### src/phy_fiber_pkg.sv
package phy_fiber_pkg;

  // Register numbers and page numbers
  localparam logic [4:0] REG_FIBER_CONTROL  = 5'h00;
  localparam logic [4:0] REG_RX_ERROR_COUNT = 5'h15;
  localparam logic [4:0] REG_PAGE_ADDRESS   = 5'h16;
  localparam logic [4:0] REG_GLOBAL_INT     = 5'h17;
  localparam logic [7:0] PAGE_COPPER        = 8'h00;
  localparam logic [7:0] PAGE_FIBER         = 8'h01;

  // Field positions of the fiber control register
  localparam int BIT_FIBER_RESET = 15;
  localparam int BIT_LOOPBACK    = 14;
  localparam int BIT_SPEED_LSB   = 13;
  localparam int BIT_AN_ENABLE   = 12;
  localparam int BIT_POWER_DOWN  = 11;
  localparam int BIT_AN_RESTART  = 9;
  localparam int BIT_DUPLEX      = 8;
  localparam int BIT_SPEED_MSB   = 6;

  // Reset values and error counter ceiling
  localparam logic [15:0] RST_RX_ERROR_COUNT = 16'h0000;
  localparam logic [15:0] RX_ERROR_MAX       = 16'hFFFF;
  localparam logic [7:0]  RST_PAGE           = 8'h00;
  localparam logic        RST_DUPLEX         = 1'b1;
  localparam logic        RST_SPEED_MSB      = 1'b1;
  localparam logic        RST_SPEED_LSB      = 1'b0;

  // Interface modes
  localparam logic [1:0] MODE_100FX   = 2'b00;
  localparam logic [1:0] MODE_1000X   = 2'b01;
  localparam logic [1:0] MODE_SGMII_A = 2'b10;
  localparam logic [1:0] MODE_SGMII_B = 2'b11;

  // Speed codes, high bit then low bit
  localparam logic [1:0] SPEED_1000 = 2'b10;
  localparam logic [1:0] SPEED_100  = 2'b01;
  localparam logic [1:0] SPEED_10   = 2'b00;

  // Management frame fields, sequencer states and strap wait
  localparam logic [1:0] OP_READ     = 2'b10;
  localparam logic [1:0] OP_WRITE    = 2'b01;
  localparam logic [3:0] HDR_LAST    = 4'd11;
  localparam logic [3:0] DATA_LAST   = 4'd15;
  localparam logic [1:0] STRAP_WAIT  = 2'd3;

  typedef enum logic [5:0] {
    ST_IDLE  = 6'b000001,
    ST_START = 6'b000010,
    ST_HDR   = 6'b000100,
    ST_TA    = 6'b001000,
    ST_RDATA = 6'b010000,
    ST_WDATA = 6'b100000
  } mgmt_state_t;

  // Writable state of the fiber control register
  typedef struct packed {
    logic loopback;
    logic speed_lsb;
    logic an_enable;
    logic power_down;
    logic duplex;
    logic speed_msb;
  } fiber_ctrl_t;

  // Status fed in from the fiber datapath
  typedef struct packed {
    logic [1:0] mode;
    logic       at_1000;
    logic       at_100;
    logic       reset_done;
  } fiber_status_t;

endpackage

### src/phy_fiber_ctrl_regs.sv
`timescale 1ns/1ns
module phy_fiber_ctrl_regs
#(
  parameter logic [4:0] PHY_ADDR = 5'h00
) (
  // Clock and reset
  input  wire logic                        ref_clk,
  input  wire logic                        rst_n,
  // Management pins
  input  wire logic                        mdc,
  input  wire logic                        mdio_in,
  output logic                             mdio_out,
  output logic                             mdio_oe,
  // Strap pin
  input  wire logic                        autoneg_strap_setting,
  // Datapath events and status
  input  wire logic                        false_carrier_evt,
  input  wire logic                        symbol_error_evt,
  input  wire logic                        port_int_active,
  input  wire phy_fiber_pkg::fiber_status_t fiber_status,
  // Fiber controls
  output logic                             fiber_sw_reset,
  output logic                             autoneg_restart,
  output logic                             autoneg_active,
  output logic                             loopback_en,
  output logic [1:0]                       loopback_speed,
  output logic                             link_break,
  output logic                             power_down,
  output logic                             duplex_full
);
  import phy_fiber_pkg::*;

  // Pin synchronisers and filtered levels
  logic [2:0]  mdc_s;
  logic [2:0]  mdio_s;
  logic [2:0]  strap_s;
  logic        mdc_f;
  logic        mdio_f;
  logic        strap_f;
  logic        next_mdc_f;
  logic        next_mdio_f;
  logic        next_strap_f;
  logic        mdc_rise;

  // Management frame state
  mgmt_state_t state;
  mgmt_state_t next_state;
  logic [3:0]  cnt;
  logic [3:0]  next_cnt;
  logic [11:0] hdr;
  logic [11:0] next_hdr;
  logic [15:0] shreg;
  logic [15:0] next_shreg;
  logic        next_mdio_out;
  logic        next_mdio_oe;
  logic        wr_stb;
  logic        next_wr_stb;
  logic        rd_stb;
  logic [4:0]  regad;
  logic        is_read;
  logic        is_me;

  // Register state
  logic [7:0]  page;
  logic [7:0]  next_page;
  logic [15:0] rx_err;
  logic [15:0] next_rx_err;
  fiber_ctrl_t ctrl;
  fiber_ctrl_t next_ctrl;
  logic        reset_busy;
  logic        next_reset_busy;
  logic        restart_bit;
  logic        next_restart_bit;
  logic        duplex_eff;
  logic        next_duplex_eff;
  logic [1:0]  strap_cnt;
  logic [1:0]  next_strap_cnt;
  logic        strap_done;
  logic        next_strap_done;
  logic [15:0] rd_data;
  logic [1:0]  speed_pair;
  logic        sw_reset_start;
  logic        wr_ctrl;
  logic [15:0] wdata;
  logic [17:0] err_sum;

  // Filtered pin levels change only when the later two stages agree
  always_comb begin
    next_mdc_f   = (mdc_s[1] == mdc_s[2]) ? mdc_s[2] : mdc_f;
    next_mdio_f  = (mdio_s[1] == mdio_s[2]) ? mdio_s[2] : mdio_f;
    next_strap_f = (strap_s[1] == strap_s[2]) ? strap_s[2] : strap_f;
    mdc_rise     = ~mdc_f & next_mdc_f;
  end

  always_ff @(posedge ref_clk or negedge rst_n) begin
    if (!rst_n) begin
      mdc_s   <= 3'h0;
      mdio_s  <= 3'h7;
      strap_s <= 3'h0;
      mdc_f   <= 1'b0;
      mdio_f  <= 1'b1;
      strap_f <= 1'b0;
    end else begin
      mdc_s   <= {mdc_s[1:0], mdc};
      mdio_s  <= {mdio_s[1:0], mdio_in};
      strap_s <= {strap_s[1:0], autoneg_strap_setting};
      mdc_f   <= next_mdc_f;
      mdio_f  <= next_mdio_f;
      strap_f <= next_strap_f;
    end
  end

  // Header fields of the frame in progress
  assign is_read = (hdr[11:10] == OP_READ);
  assign is_me   = (hdr[9:5] == PHY_ADDR);
  assign regad   = hdr[4:0];

  // Management frame sequencer, one step per rising edge of the clock pin
  always_comb begin
    next_state    = state;
    next_cnt      = cnt;
    next_hdr      = hdr;
    next_shreg    = shreg;
    next_mdio_out = mdio_out;
    next_mdio_oe  = mdio_oe;
    next_wr_stb   = 1'b0;
    rd_stb        = 1'b0;
    if (mdc_rise) begin
      unique case (state)
        ST_IDLE: begin
          next_state = mdio_f ? ST_IDLE : ST_START;
        end
        ST_START: begin
          next_state = mdio_f ? ST_HDR : ST_IDLE;
          next_cnt   = 4'd0;
        end
        ST_HDR: begin
          next_hdr = {hdr[10:0], mdio_f};
          next_cnt = cnt + 4'd1;
          if (cnt == HDR_LAST) begin
            next_cnt   = 4'd0;
            next_state = ST_TA;
          end
        end
        ST_TA: begin
          next_cnt = cnt + 4'd1;
          if (!is_me || (hdr[11:10] != OP_READ
                         && hdr[11:10] != OP_WRITE)) begin
            next_state = ST_IDLE;
          end else if (cnt == 4'd0) begin
            next_mdio_oe  = is_read;
            next_mdio_out = 1'b0;
            next_shreg    = rd_data;
            rd_stb        = is_read;
          end else begin
            next_cnt      = 4'd0;
            next_state    = is_read ? ST_RDATA : ST_WDATA;
            next_mdio_out = is_read & shreg[15];
            next_shreg    = {shreg[14:0], 1'b0};
          end
        end
        ST_RDATA: begin
          next_cnt      = cnt + 4'd1;
          next_mdio_out = shreg[15];
          next_shreg    = {shreg[14:0], 1'b0};
          if (cnt == DATA_LAST) begin
            next_mdio_oe  = 1'b0;
            next_mdio_out = 1'b0;
            next_state    = ST_IDLE;
          end
        end
        ST_WDATA: begin
          next_cnt   = cnt + 4'd1;
          next_shreg = {shreg[14:0], mdio_f};
          if (cnt == DATA_LAST) begin
            next_wr_stb = 1'b1;
            next_state  = ST_IDLE;
          end
        end
      endcase
    end
  end

  always_ff @(posedge ref_clk or negedge rst_n) begin
    if (!rst_n) begin
      state    <= ST_IDLE;
      cnt      <= 4'd0;
      hdr      <= 12'h000;
      shreg    <= 16'h0000;
      mdio_out <= 1'b0;
      mdio_oe  <= 1'b0;
      wr_stb   <= 1'b0;
    end else begin
      state    <= next_state;
      cnt      <= next_cnt;
      hdr      <= next_hdr;
      shreg    <= next_shreg;
      mdio_out <= next_mdio_out;
      mdio_oe  <= next_mdio_oe;
      wr_stb   <= next_wr_stb;
    end
  end

  // Speed pair as read back and as used by loopback
  always_comb begin
    unique case (fiber_status.mode)
      MODE_100FX:   speed_pair = SPEED_100;
      MODE_1000X:   speed_pair = SPEED_1000;
      MODE_SGMII_A: speed_pair = {fiber_status.at_1000,
                                  fiber_status.at_100};
      MODE_SGMII_B: speed_pair = {ctrl.speed_msb, ctrl.speed_lsb};
    endcase
  end

  // Read mux; isolate, collision test and reserved bits stay zero
  always_comb begin
    rd_data = 16'h0000;
    if (regad == REG_PAGE_ADDRESS) begin
      rd_data[7:0] = page;
    end else if (page == PAGE_COPPER && regad == REG_RX_ERROR_COUNT) begin
      rd_data = rx_err;
    end else if (page == PAGE_COPPER && regad == REG_GLOBAL_INT) begin
      rd_data[0] = port_int_active;
    end else if (page == PAGE_FIBER && regad == REG_FIBER_CONTROL) begin
      rd_data[BIT_FIBER_RESET] = reset_busy;
      rd_data[BIT_LOOPBACK]    = ctrl.loopback;
      rd_data[BIT_SPEED_LSB]   = speed_pair[0];
      rd_data[BIT_AN_ENABLE]   = ctrl.an_enable;
      rd_data[BIT_POWER_DOWN]  = ctrl.power_down;
      rd_data[BIT_AN_RESTART]  = restart_bit;
      rd_data[BIT_DUPLEX]      = ctrl.duplex;
      rd_data[BIT_SPEED_MSB]   = speed_pair[1];
    end
  end

  // Register updates and fiber control sequencing
  always_comb begin
    wdata            = shreg;
    wr_ctrl          = wr_stb && page == PAGE_FIBER
                       && regad == REG_FIBER_CONTROL;
    next_page        = (wr_stb && regad == REG_PAGE_ADDRESS)
                       ? wdata[7:0] : page;
    next_ctrl        = ctrl;
    next_reset_busy  = reset_busy;
    next_restart_bit = 1'b0;
    next_duplex_eff  = duplex_eff;
    next_strap_cnt   = strap_cnt;
    next_strap_done  = strap_done;
    sw_reset_start   = 1'b0;
    // Error counter: read clears, events added afterwards and saturate
    err_sum = {2'b00, (rd_stb && page == PAGE_COPPER
                       && regad == REG_RX_ERROR_COUNT)
                      ? RST_RX_ERROR_COUNT : rx_err}
              + {17'h00000, false_carrier_evt}
              + {17'h00000, symbol_error_evt};
    next_rx_err = (err_sum > {2'b00, RX_ERROR_MAX})
                  ? RX_ERROR_MAX : err_sum[15:0];
    if (wr_ctrl) begin
      next_ctrl.loopback   = wdata[BIT_LOOPBACK];
      next_ctrl.an_enable  = wdata[BIT_AN_ENABLE];
      next_ctrl.power_down = wdata[BIT_POWER_DOWN];
      next_ctrl.duplex     = wdata[BIT_DUPLEX];
      if (fiber_status.mode == MODE_SGMII_B) begin
        next_ctrl.speed_lsb = wdata[BIT_SPEED_LSB];
        next_ctrl.speed_msb = wdata[BIT_SPEED_MSB];
      end
      sw_reset_start = wdata[BIT_FIBER_RESET]
                       || (ctrl.power_down
                           && !wdata[BIT_POWER_DOWN]);
      if (wdata[BIT_AN_RESTART]
          || wdata[BIT_AN_ENABLE] != ctrl.an_enable) begin
        next_restart_bit = 1'b1;
      end
    end
    // Strap is taken once it has settled after reset release
    if (!strap_done) begin
      next_strap_cnt = strap_cnt + 2'd1;
      if (strap_cnt == STRAP_WAIT) begin
        next_ctrl.an_enable = next_strap_f;
        next_strap_done     = 1'b1;
        next_restart_bit    = 1'b1;
      end
    end
    if (sw_reset_start) begin
      next_reset_busy      = 1'b1;
      next_restart_bit     = 1'b1;
      next_ctrl.loopback   = 1'b0;
      next_ctrl.power_down = 1'b0;
    end else if (reset_busy && fiber_status.reset_done) begin
      next_reset_busy = 1'b0;
    end
    if (next_restart_bit) begin
      next_duplex_eff = next_ctrl.duplex;
    end
  end

  always_ff @(posedge ref_clk or negedge rst_n) begin
    if (!rst_n) begin
      page        <= RST_PAGE;
      rx_err      <= RST_RX_ERROR_COUNT;
      ctrl        <= '{loopback: 1'b0, speed_lsb: RST_SPEED_LSB,
                       an_enable: 1'b0, power_down: 1'b0,
                       duplex: RST_DUPLEX, speed_msb: RST_SPEED_MSB};
      reset_busy  <= 1'b0;
      restart_bit <= 1'b0;
      duplex_eff  <= RST_DUPLEX;
      strap_cnt   <= 2'd0;
      strap_done  <= 1'b0;
    end else begin
      page        <= next_page;
      rx_err      <= next_rx_err;
      ctrl        <= next_ctrl;
      reset_busy  <= next_reset_busy;
      restart_bit <= next_restart_bit;
      duplex_eff  <= next_duplex_eff;
      strap_cnt   <= next_strap_cnt;
      strap_done  <= next_strap_done;
    end
  end

  // Registered controls toward the fiber datapath
  always_ff @(posedge ref_clk or negedge rst_n) begin
    if (!rst_n) begin
      fiber_sw_reset  <= 1'b0;
      autoneg_restart <= 1'b0;
      autoneg_active  <= 1'b0;
      loopback_en     <= 1'b0;
      loopback_speed  <= SPEED_10;
      link_break      <= 1'b1;
      power_down      <= 1'b0;
      duplex_full     <= RST_DUPLEX;
    end else begin
      fiber_sw_reset  <= next_reset_busy;
      autoneg_restart <= next_restart_bit;
      autoneg_active  <= next_ctrl.an_enable
                         && fiber_status.mode != MODE_100FX;
      loopback_en     <= next_ctrl.loopback;
      loopback_speed  <= speed_pair;
      link_break      <= next_ctrl.loopback || next_restart_bit
                         || next_reset_busy
                         || next_ctrl.power_down;
      power_down      <= next_ctrl.power_down;
      duplex_full     <= next_duplex_eff;
    end
  end

endmodule

### config.mk
export PLATFORM = sky130hd
export DESIGN_NAME = phy_fiber_ctrl_regs
export DESIGN_NICKNAME = d
export VERILOG_FILES = /design/src/phy_fiber_pkg.sv /design/src/phy_fiber_ctrl_regs.sv
export SDC_FILE = /design/constraint.sdc
export NUM_CORES = 1
export LEC_CHECK = 0
export ABC_AREA = 1
export BUFFER_PORTS_ARGS = -buffer_cell sky130_fd_sc_hd__clkbuf_2
export CORE_MARGIN = 2
export CORE_UTILIZATION = 40
export DETAILED_ROUTE_END_ITERATION = 7
export GPL_ROUTABILITY_DRIVEN = 0
export HOLD_SLACK_MARGIN = 0.05
export PLACE_DENSITY_LB_ADDON = 0.2
export SYNTH_ARGS = -nofsm -noshare
export SYNTH_HDL_FRONTEND = slang
export SYNTH_SLANG_ARGS = --single-unit
### constraint.sdc
create_clock -name ref_clk -period 6.4 [get_ports ref_clk]
set_clock_uncertainty 0.2 [all_clocks]
set_input_delay 1.92 -clock ref_clk [delete_from_list [all_inputs] [get_ports ref_clk]]
set_output_delay 1.92 -clock ref_clk [all_outputs]
set_load 0.1 [all_outputs]
# Word level (Yosys, flattened, before mapping)

Index checks and enable logic that the tools add are counted.

Add/subtract/negate cells: 4
Magnitude comparators: 1
Equal/unequal tests: 29
Mux-type cells: 68
Bitwise gates (word level): 3
Reduce and logical (&&, ||, !) cells: 37

Operator list:

| cell                   | number |
|---|---|
| $mux W16               | 4 |
| $pmux W16 S3           | 1 |
| $mux W1                | 38 |
| $mux W6                | 6 |
| $pmux W6 S5            | 1 |
| $mux W5                | 4 |
| $add A17 B1 Y18        | 1 |
| $gt A18 B16 Y1 const B | 1 |
| $add A16 B1 Y17        | 1 |
| $mux W8                | 2 |
| $pmux W4 S4            | 1 |
| $eq A5 B5 Y1 const B   | 3 |
| $logic_and A1 B1 Y1    | 12 |
| $mux W4                | 3 |
| $logic_not A5 Y1       | 2 |
| $ne A2 B2 Y1 const B   | 5 |
| $eq A2 B2 Y1 const B   | 4 |
| $eq A4 B4 Y1 const B   | 2 |
| $eq A8 B1 Y1 const B   | 1 |
| $logic_not A8 Y1       | 1 |
| $mux W2                | 4 |
| $pmux W2 S4            | 1 |
| $eq A6 B1 Y1 const B   | 1 |
| $eq A6 B2 Y1 const B   | 1 |
| other kinds (27)       | 42 |

Register bits: 93
Input bits: 13

# Longest topological paths before layout

Depth after elaboration: 13
Mapped depth: 21
Mapped depth without buffers: 19

# Worst setup path before layout

No wires, ideal clock.

Path type: input to register
Start point: in false_carrier_evt
End point: reg rx_err[12]
Setup time: 65 ps
Data arrival time: 3292 ps
Data required time: 6135 ps
Path slack: 2843 ps
Stages: 11
Buffers on the path: 1
Cell sequence: inv_1 -> fa_1 -> inv_1 -> ha_1 -> inv_1 -> nor2_1 -> nand2_2 -> nor2_4 -> nand3_4 -> buf_6 -> nand2_1

Cells in the longest elaborated chain, start to end: 4

RTL lines:

| item                   | RTL line                   | source |
|---|---|---|
| start: declaration     | phy_fiber_ctrl_regs.sv:17  | `input wire logic false_carrier_evt,` |
| $add A16 B1 Y17 (*)    | phy_fiber_ctrl_regs.sv:254 | `+ {17'h00000, false_carrier_evt}` |
| $add A17 B1 Y18 (*)    | phy_fiber_ctrl_regs.sv:255 | `+ {17'h00000, symbol_error_evt};` |
| $gt A18 B16 Y1         | phy_fiber_ctrl_regs.sv:256 | `next_rx_err = (err_sum > {2'b00, RX_ERROR_MAX})` |
| $mux W16 (*)           | phy_fiber_ctrl_regs.sv:257 | `? RX_ERROR_MAX : err_sum[15:0];` |
| net next_rx_err[12]    | phy_fiber_ctrl_regs.sv:67  | `logic [15:0] next_rx_err;` |
| end signal: assignment | phy_fiber_ctrl_regs.sv:311 | `rx_err <= next_rx_err;` |
| end: declaration       | phy_fiber_ctrl_regs.sv:66  | `logic [15:0] rx_err;` |

Mark *: on every way through the listed nets, which the timed path passes. The rest lies on a longest branch.
A chain may end at the register's enable or synchronous reset.

# Final worst setup path

Start point: in false_carrier_evt
End point: reg rx_err[9]

Same word-level chain as after synthesis.

==> impl_results.html <==
<table>
<tr><th>Metric</th><th>Value</th></tr>
<tr><th colspan="2">Status</th></tr>
<tr><td>Run status</td><td>completed</td></tr>
<tr><th colspan="2">Timing</th></tr>
<tr><td>Final Critical Period</td><td>3.45 ns</td></tr>
<tr><td>Slew @ Worst Pin</td><td>just over 0.6 ns</td></tr>
<tr><td>Hold Fails Final Rpt</td><td>0</td></tr>
<tr><td>Relative max-transition margin</td><td>between 50% and 60%</td></tr>
<tr><td>Number of endpoints failing setup at the final stage</td><td>0</td></tr>
<tr><td>Setup repair after global routing missed its margin</td><td>false</td></tr>
<tr><td>Hold slack</td><td>approximately 0.15 ns</td></tr>
<tr><td>Ratio of final minimum period to clock period</td><td>around 54%</td></tr>
<tr><td>Post-layout worst setup margin</td><td>2.95 ns</td></tr>
<tr><td>Final slew viol count</td><td>0</td></tr>
<tr><td>Highest Clock Rate</td><td>0.290 GHz</td></tr>
<tr><td>Setup total negative slack</td><td>0 ns</td></tr>
<tr><th colspan="2">Pwr</th></tr>
<tr><td>Power dissipated by switching net loads</td><td>a little over 0.6 mW</td></tr>
<tr><td>PwrDens</td><td>approximately 340 mW/mm2</td></tr>
<tr><td>Power share of the combinational group</td><td>a little under a quarter</td></tr>
<tr><td>P_leak</td><td>2.53 nW</td></tr>
<tr><td>Total power draw</td><td>between 1.5 and 2 mW</td></tr>
<tr><td>Clk pwr share</td><td>between 30% and 40%</td></tr>
<tr><td>Flop pwr share</td><td>about 44%</td></tr>
<tr><td>Pint</td><td>1.17 mW</td></tr>
<tr><td>Net switching fraction of the power</td><td>between 30% and 40%</td></tr>
<tr><td>Worst VDD drop</td><td>between 0.1 and 0.15 mV</td></tr>
<tr><th colspan="2">Clocking</th></tr>
<tr><td>Clock slew at reported path FFs</td><td>about 0.070 ns</td></tr>
<tr><td>CTS tree</td><td>done</td></tr>
<tr><td>Number of hold buffers added after cts</td><td>0</td></tr>
<tr><td>Number of buffers added for setup after CTS</td><td>0</td></tr>
<tr><td>Total clock sinks</td><td>slightly above 90</td></tr>
<tr><td>Total CTS buffers</td><td>9</td></tr>
<tr><td>Worst-case clock buffer depth</td><td>2</td></tr>
<tr><td>H-Tree Level Count</td><td>3</td></tr>
<tr><td>Buffer cell driving the clock tree root</td><td>clkbuf_16</td></tr>
<tr><td>Number of instances resized during post-cts repair</td><td>0</td></tr>
<tr><td>Clk Latency, worst-skew pair</td><td>0.35 ns</td></tr>
<tr><th colspan="2">Floorplanning</th></tr>
<tr><td>I/O pin total</td><td>24</td></tr>
<tr><td>Floorplan die width</td><td>about 110 um</td></tr>
<tr><td>Core Box Area</td><td>roughly 0.011 mm2</td></tr>
<tr><td>Initial Util</td><td>approximately two fifths</td></tr>
<tr><td>Total number of placement rows</td><td>39</td></tr>
<tr><td>Area enclosed by the die boundary</td><td>0.0127 mm2</td></tr>
<tr><td>Y dimension of the die</td><td>113 um</td></tr>
<tr><th colspan="2">Yosys</th></tr>
<tr><td>Yosys warning count</td><td>0</td></tr>
<tr><td>Portion of synthesized cell area occupied by the leading cell type</td><td>approximately 45%</td></tr>
<tr><td>Area leader, netlist</td><td>dfrtp_1</td></tr>
<tr><td>Count of state elements after synthesis</td><td>between 90 and 100</td></tr>
<tr><td>Sequential cell area fraction in the yosys report</td><td>between 40% and 50%</td></tr>
<tr><td>Cell types with the largest area share after synthesis</td><td>dfrtp_1 45%, nand2_1 9.7%, inv_1 5.8%</td></tr>
<tr><td>Number of different library cells in the post-synthesis netlist</td><td>45</td></tr>
<tr><td>Most frequent cells after synthesis</td><td>122 x nand2_1, 84 x dfrtp_1, 73 x inv_1</td></tr>
<tr><td>Average cell area after synthesis</td><td>roughly 8.6 um2</td></tr>
<tr><td>Net count after synthesis</td><td>571</td></tr>
<tr><td>Most repeated cell in the gate-level netlist after synthesis</td><td>nand2_1</td></tr>
<tr><td>Post-synth EDFFs</td><td>0</td></tr>
<tr><td>Share of synthesized flip-flops with an asynchronous set or reset</td><td>100%</td></tr>
<tr><td>Gate count of the mapped netlist</td><td>around 550</td></tr>
<tr><td>Most instantiated flip-flop cell in the synthesis netlist</td><td>dfrtp_1</td></tr>
<tr><td>Cell Area, Synth</td><td>~0.0047 mm2</td></tr>
<tr><th colspan="2">Critical path</th></tr>
<tr><td>Critical path capture point type</td><td>flip-flop</td></tr>
<tr><td>Signal arrival time at the worst endpoint</td><td>3.52 ns</td></tr>
<tr><td>Crit-path max FO</td><td>16</td></tr>
<tr><td>WP data required</td><td>6.48 ns</td></tr>
<tr><td>Crit Path Category</td><td>input pin to flip-flop</td></tr>
<tr><td>CP Launch Type</td><td>input pin</td></tr>
<tr><th colspan="2">Final layout</th></tr>
<tr><td>Utilization after layout</td><td>46.0%</td></tr>
<tr><td>Fillers</td><td>1,133</td></tr>
<tr><td>Final net count</td><td>597</td></tr>
<tr><td>Synthesis-to-finish area growth</td><td>11.7%</td></tr>
<tr><td>Ratio of cells with drive above 1 in the final layout</td><td>between 15 and 20%</td></tr>
<tr><td>Antenna diode instance count</td><td>0</td></tr>
<tr><th colspan="2">Global routing</th></tr>
<tr><td>Initial antenna violation count</td><td>0</td></tr>
<tr><td>Via count of the first global-routing pass</td><td>3,754</td></tr>
<tr><td>Largest net degree at the start of global routing</td><td>50</td></tr>
<tr><td>Global-route wire length before repair</td><td>around 18,000 um</td></tr>
<tr><td>GRT Resource Usage Total</td><td>about 18%</td></tr>
<tr><td>Final global-route overflow total</td><td>0</td></tr>
<tr><th colspan="2">Drt</th></tr>
<tr><td>Via count of the routed design</td><td>around 3,700</td></tr>
<tr><td>Final Routed Wirelength</td><td>around 10,000 um</td></tr>
<tr><td>Iteration count of the initial detailed-routing pass</td><td>4</td></tr>
<tr><td>Wire length on met1</td><td>4950 um</td></tr>
<tr><td>Highest routed layer</td><td>met4</td></tr>
<tr><td>Via-to-Cell Ratio</td><td>5.12</td></tr>
<tr><td>Remaining design rule violation count</td><td>0</td></tr>
<tr><td>Routed wirelength normalized by instance count</td><td>approximately 14 um</td></tr>
<tr><td>Routed length on met2</td><td>4900 um</td></tr>
<tr><td>Drt initial violations</td><td>around 210</td></tr>
<tr><td>Antenna viol nets, final</td><td>0</td></tr>
<tr><td>Met3 routed WL</td><td>about 310 um</td></tr>
<tr><th colspan="2">Placement</th></tr>
<tr><td>Buffers added on ports</td><td>23</td></tr>
<tr><td>Detail Placement HPWL</td><td>around 7300 um</td></tr>
<tr><td>DP Worst Slack</td><td>approximately 2.6 ns</td></tr>
<tr><th colspan="2">Flow run</th></tr>
<tr><td>Count of max-cap constraint violations</td><td>0</td></tr>
<tr><th colspan="2">Hold path</th></tr>
<tr><td>Class of the tightest hold or removal check</td><td>flip-flop to flip-flop</td></tr>
</table>
[cells in the final DEF (no fill, tap or decap), types with 7 or more instances in the layout]
cell type / count
clkbuf_2: 22
a21oi_1: 9
nand4_1: 11
nand2_1: 122
nor2_1: 50
xor2_1: 9
o211ai_1: 10
clkbuf_16: 9
inv_1: 73
dfrtp_1: 84
nand3_1: 37
nor2_2: 7
a21oi_2: 9
dfstp_2: 9
o21ai_0: 50
[power by group through the flow]
stage          registers [mW]  logic (mW)  clock network [mW]
2_1_floorplan           0.767       0.326                   0
3_3_place_gp            0.783       0.413                   0
3_5_place_dp            0.785       0.426                   0
4_1_cts                 0.775       0.427               0.600
5_1_grt                 0.787       0.487               0.620
6_report                0.776       0.424               0.585
[state kept, by name, summed over array words and instances (netlist names), 2 cells and up]
register and cells:
mdc_s 3, ctrl 4, strap_s 3, cnt 4, hdr 12, strap_cnt 2, rx_err 16, state 6
loopback_speed 2, page 8, shreg 16, mdio_s 3
[layout make-up]
| type | instances | area, um2 | area share [%] |
|---|---|---|---|
| Inverter | 80 | 305 | 5.79 |
| Sequential cell | 93 | 2340 | 44.4 |
| Multi-Input combinational cell | 370 | 2000 | 38.0 |
| Clock buffer | 10 | 229 | 4.34 |
| Clock inverter | 6 | 93.8 | 1.78 |
| Tap cell | 143 | 179 | 3.39 |
| Timing Repair Buffer | 24 | 125 | 2.37 |
[critical path: stages]
cell and delay (ns):
clkbuf_2 0.07, inv_1 0.05, fa_1 0.44, inv_1 0.07
ha_1 0.21, inv_1 0.05, nor2_1 0.12, nand2_2 0.13
nor2_4 0.13, nand3_4 0.19, o21ai_1 0.13
[logic make-up after synthesis]
group                      count (synthesis)  share of synthesized area, %
DFF                                       93                          49.5
buffers and inverters                     89                          8.06
AOI/OAI and AO/OA                         98                          13.2
adders and majority gates                  8                          2.17
muxes                                      3                         0.716
xor gates and xnor gates                  10                          1.86
and+or+nand+nor                          251                          24.5
[layer usage]
layer / track usage, % / vias to the layer above
li1: - / 1855
met1: 23.6 / 1797
met2: 28.7 / 53
met3: 2.75 / 9
met4: 6.67 / 0
met5: 0 / -
[per-stage QoR]
step / std cells / area [um2]
global route: 726 / 5270
detailed placement: 710 / 4950
global placement: 710 / 4950
finish: 726 / 5270
CTS: 726 / 5270
floorplan: 552 / 4720
[path summary, 6_finish.rpt]
| path | depth (start not counted) | endpoint | start | slack [ns] |
|---|---|---|---|---|
| worst max register to register | 17 | rx_err[9] | hdr[11] | 3.29 |
| max in group asynchronous | 2 | shreg[6] | rst_n | 3.60 |
| worst min-delay path | 0 | strap_s[1] | strap_s[0] | 0.15 |
| worst min register to register | 0 | strap_s[1] | strap_s[0] | 0.15 |
| min in group asynchronous | 1 | state[1] | rst_n | 1.36 |
| worst max-delay path | 11 | rx_err[9] | false_carrier_evt | 2.95 |
(Power assumes the default switching activity.)
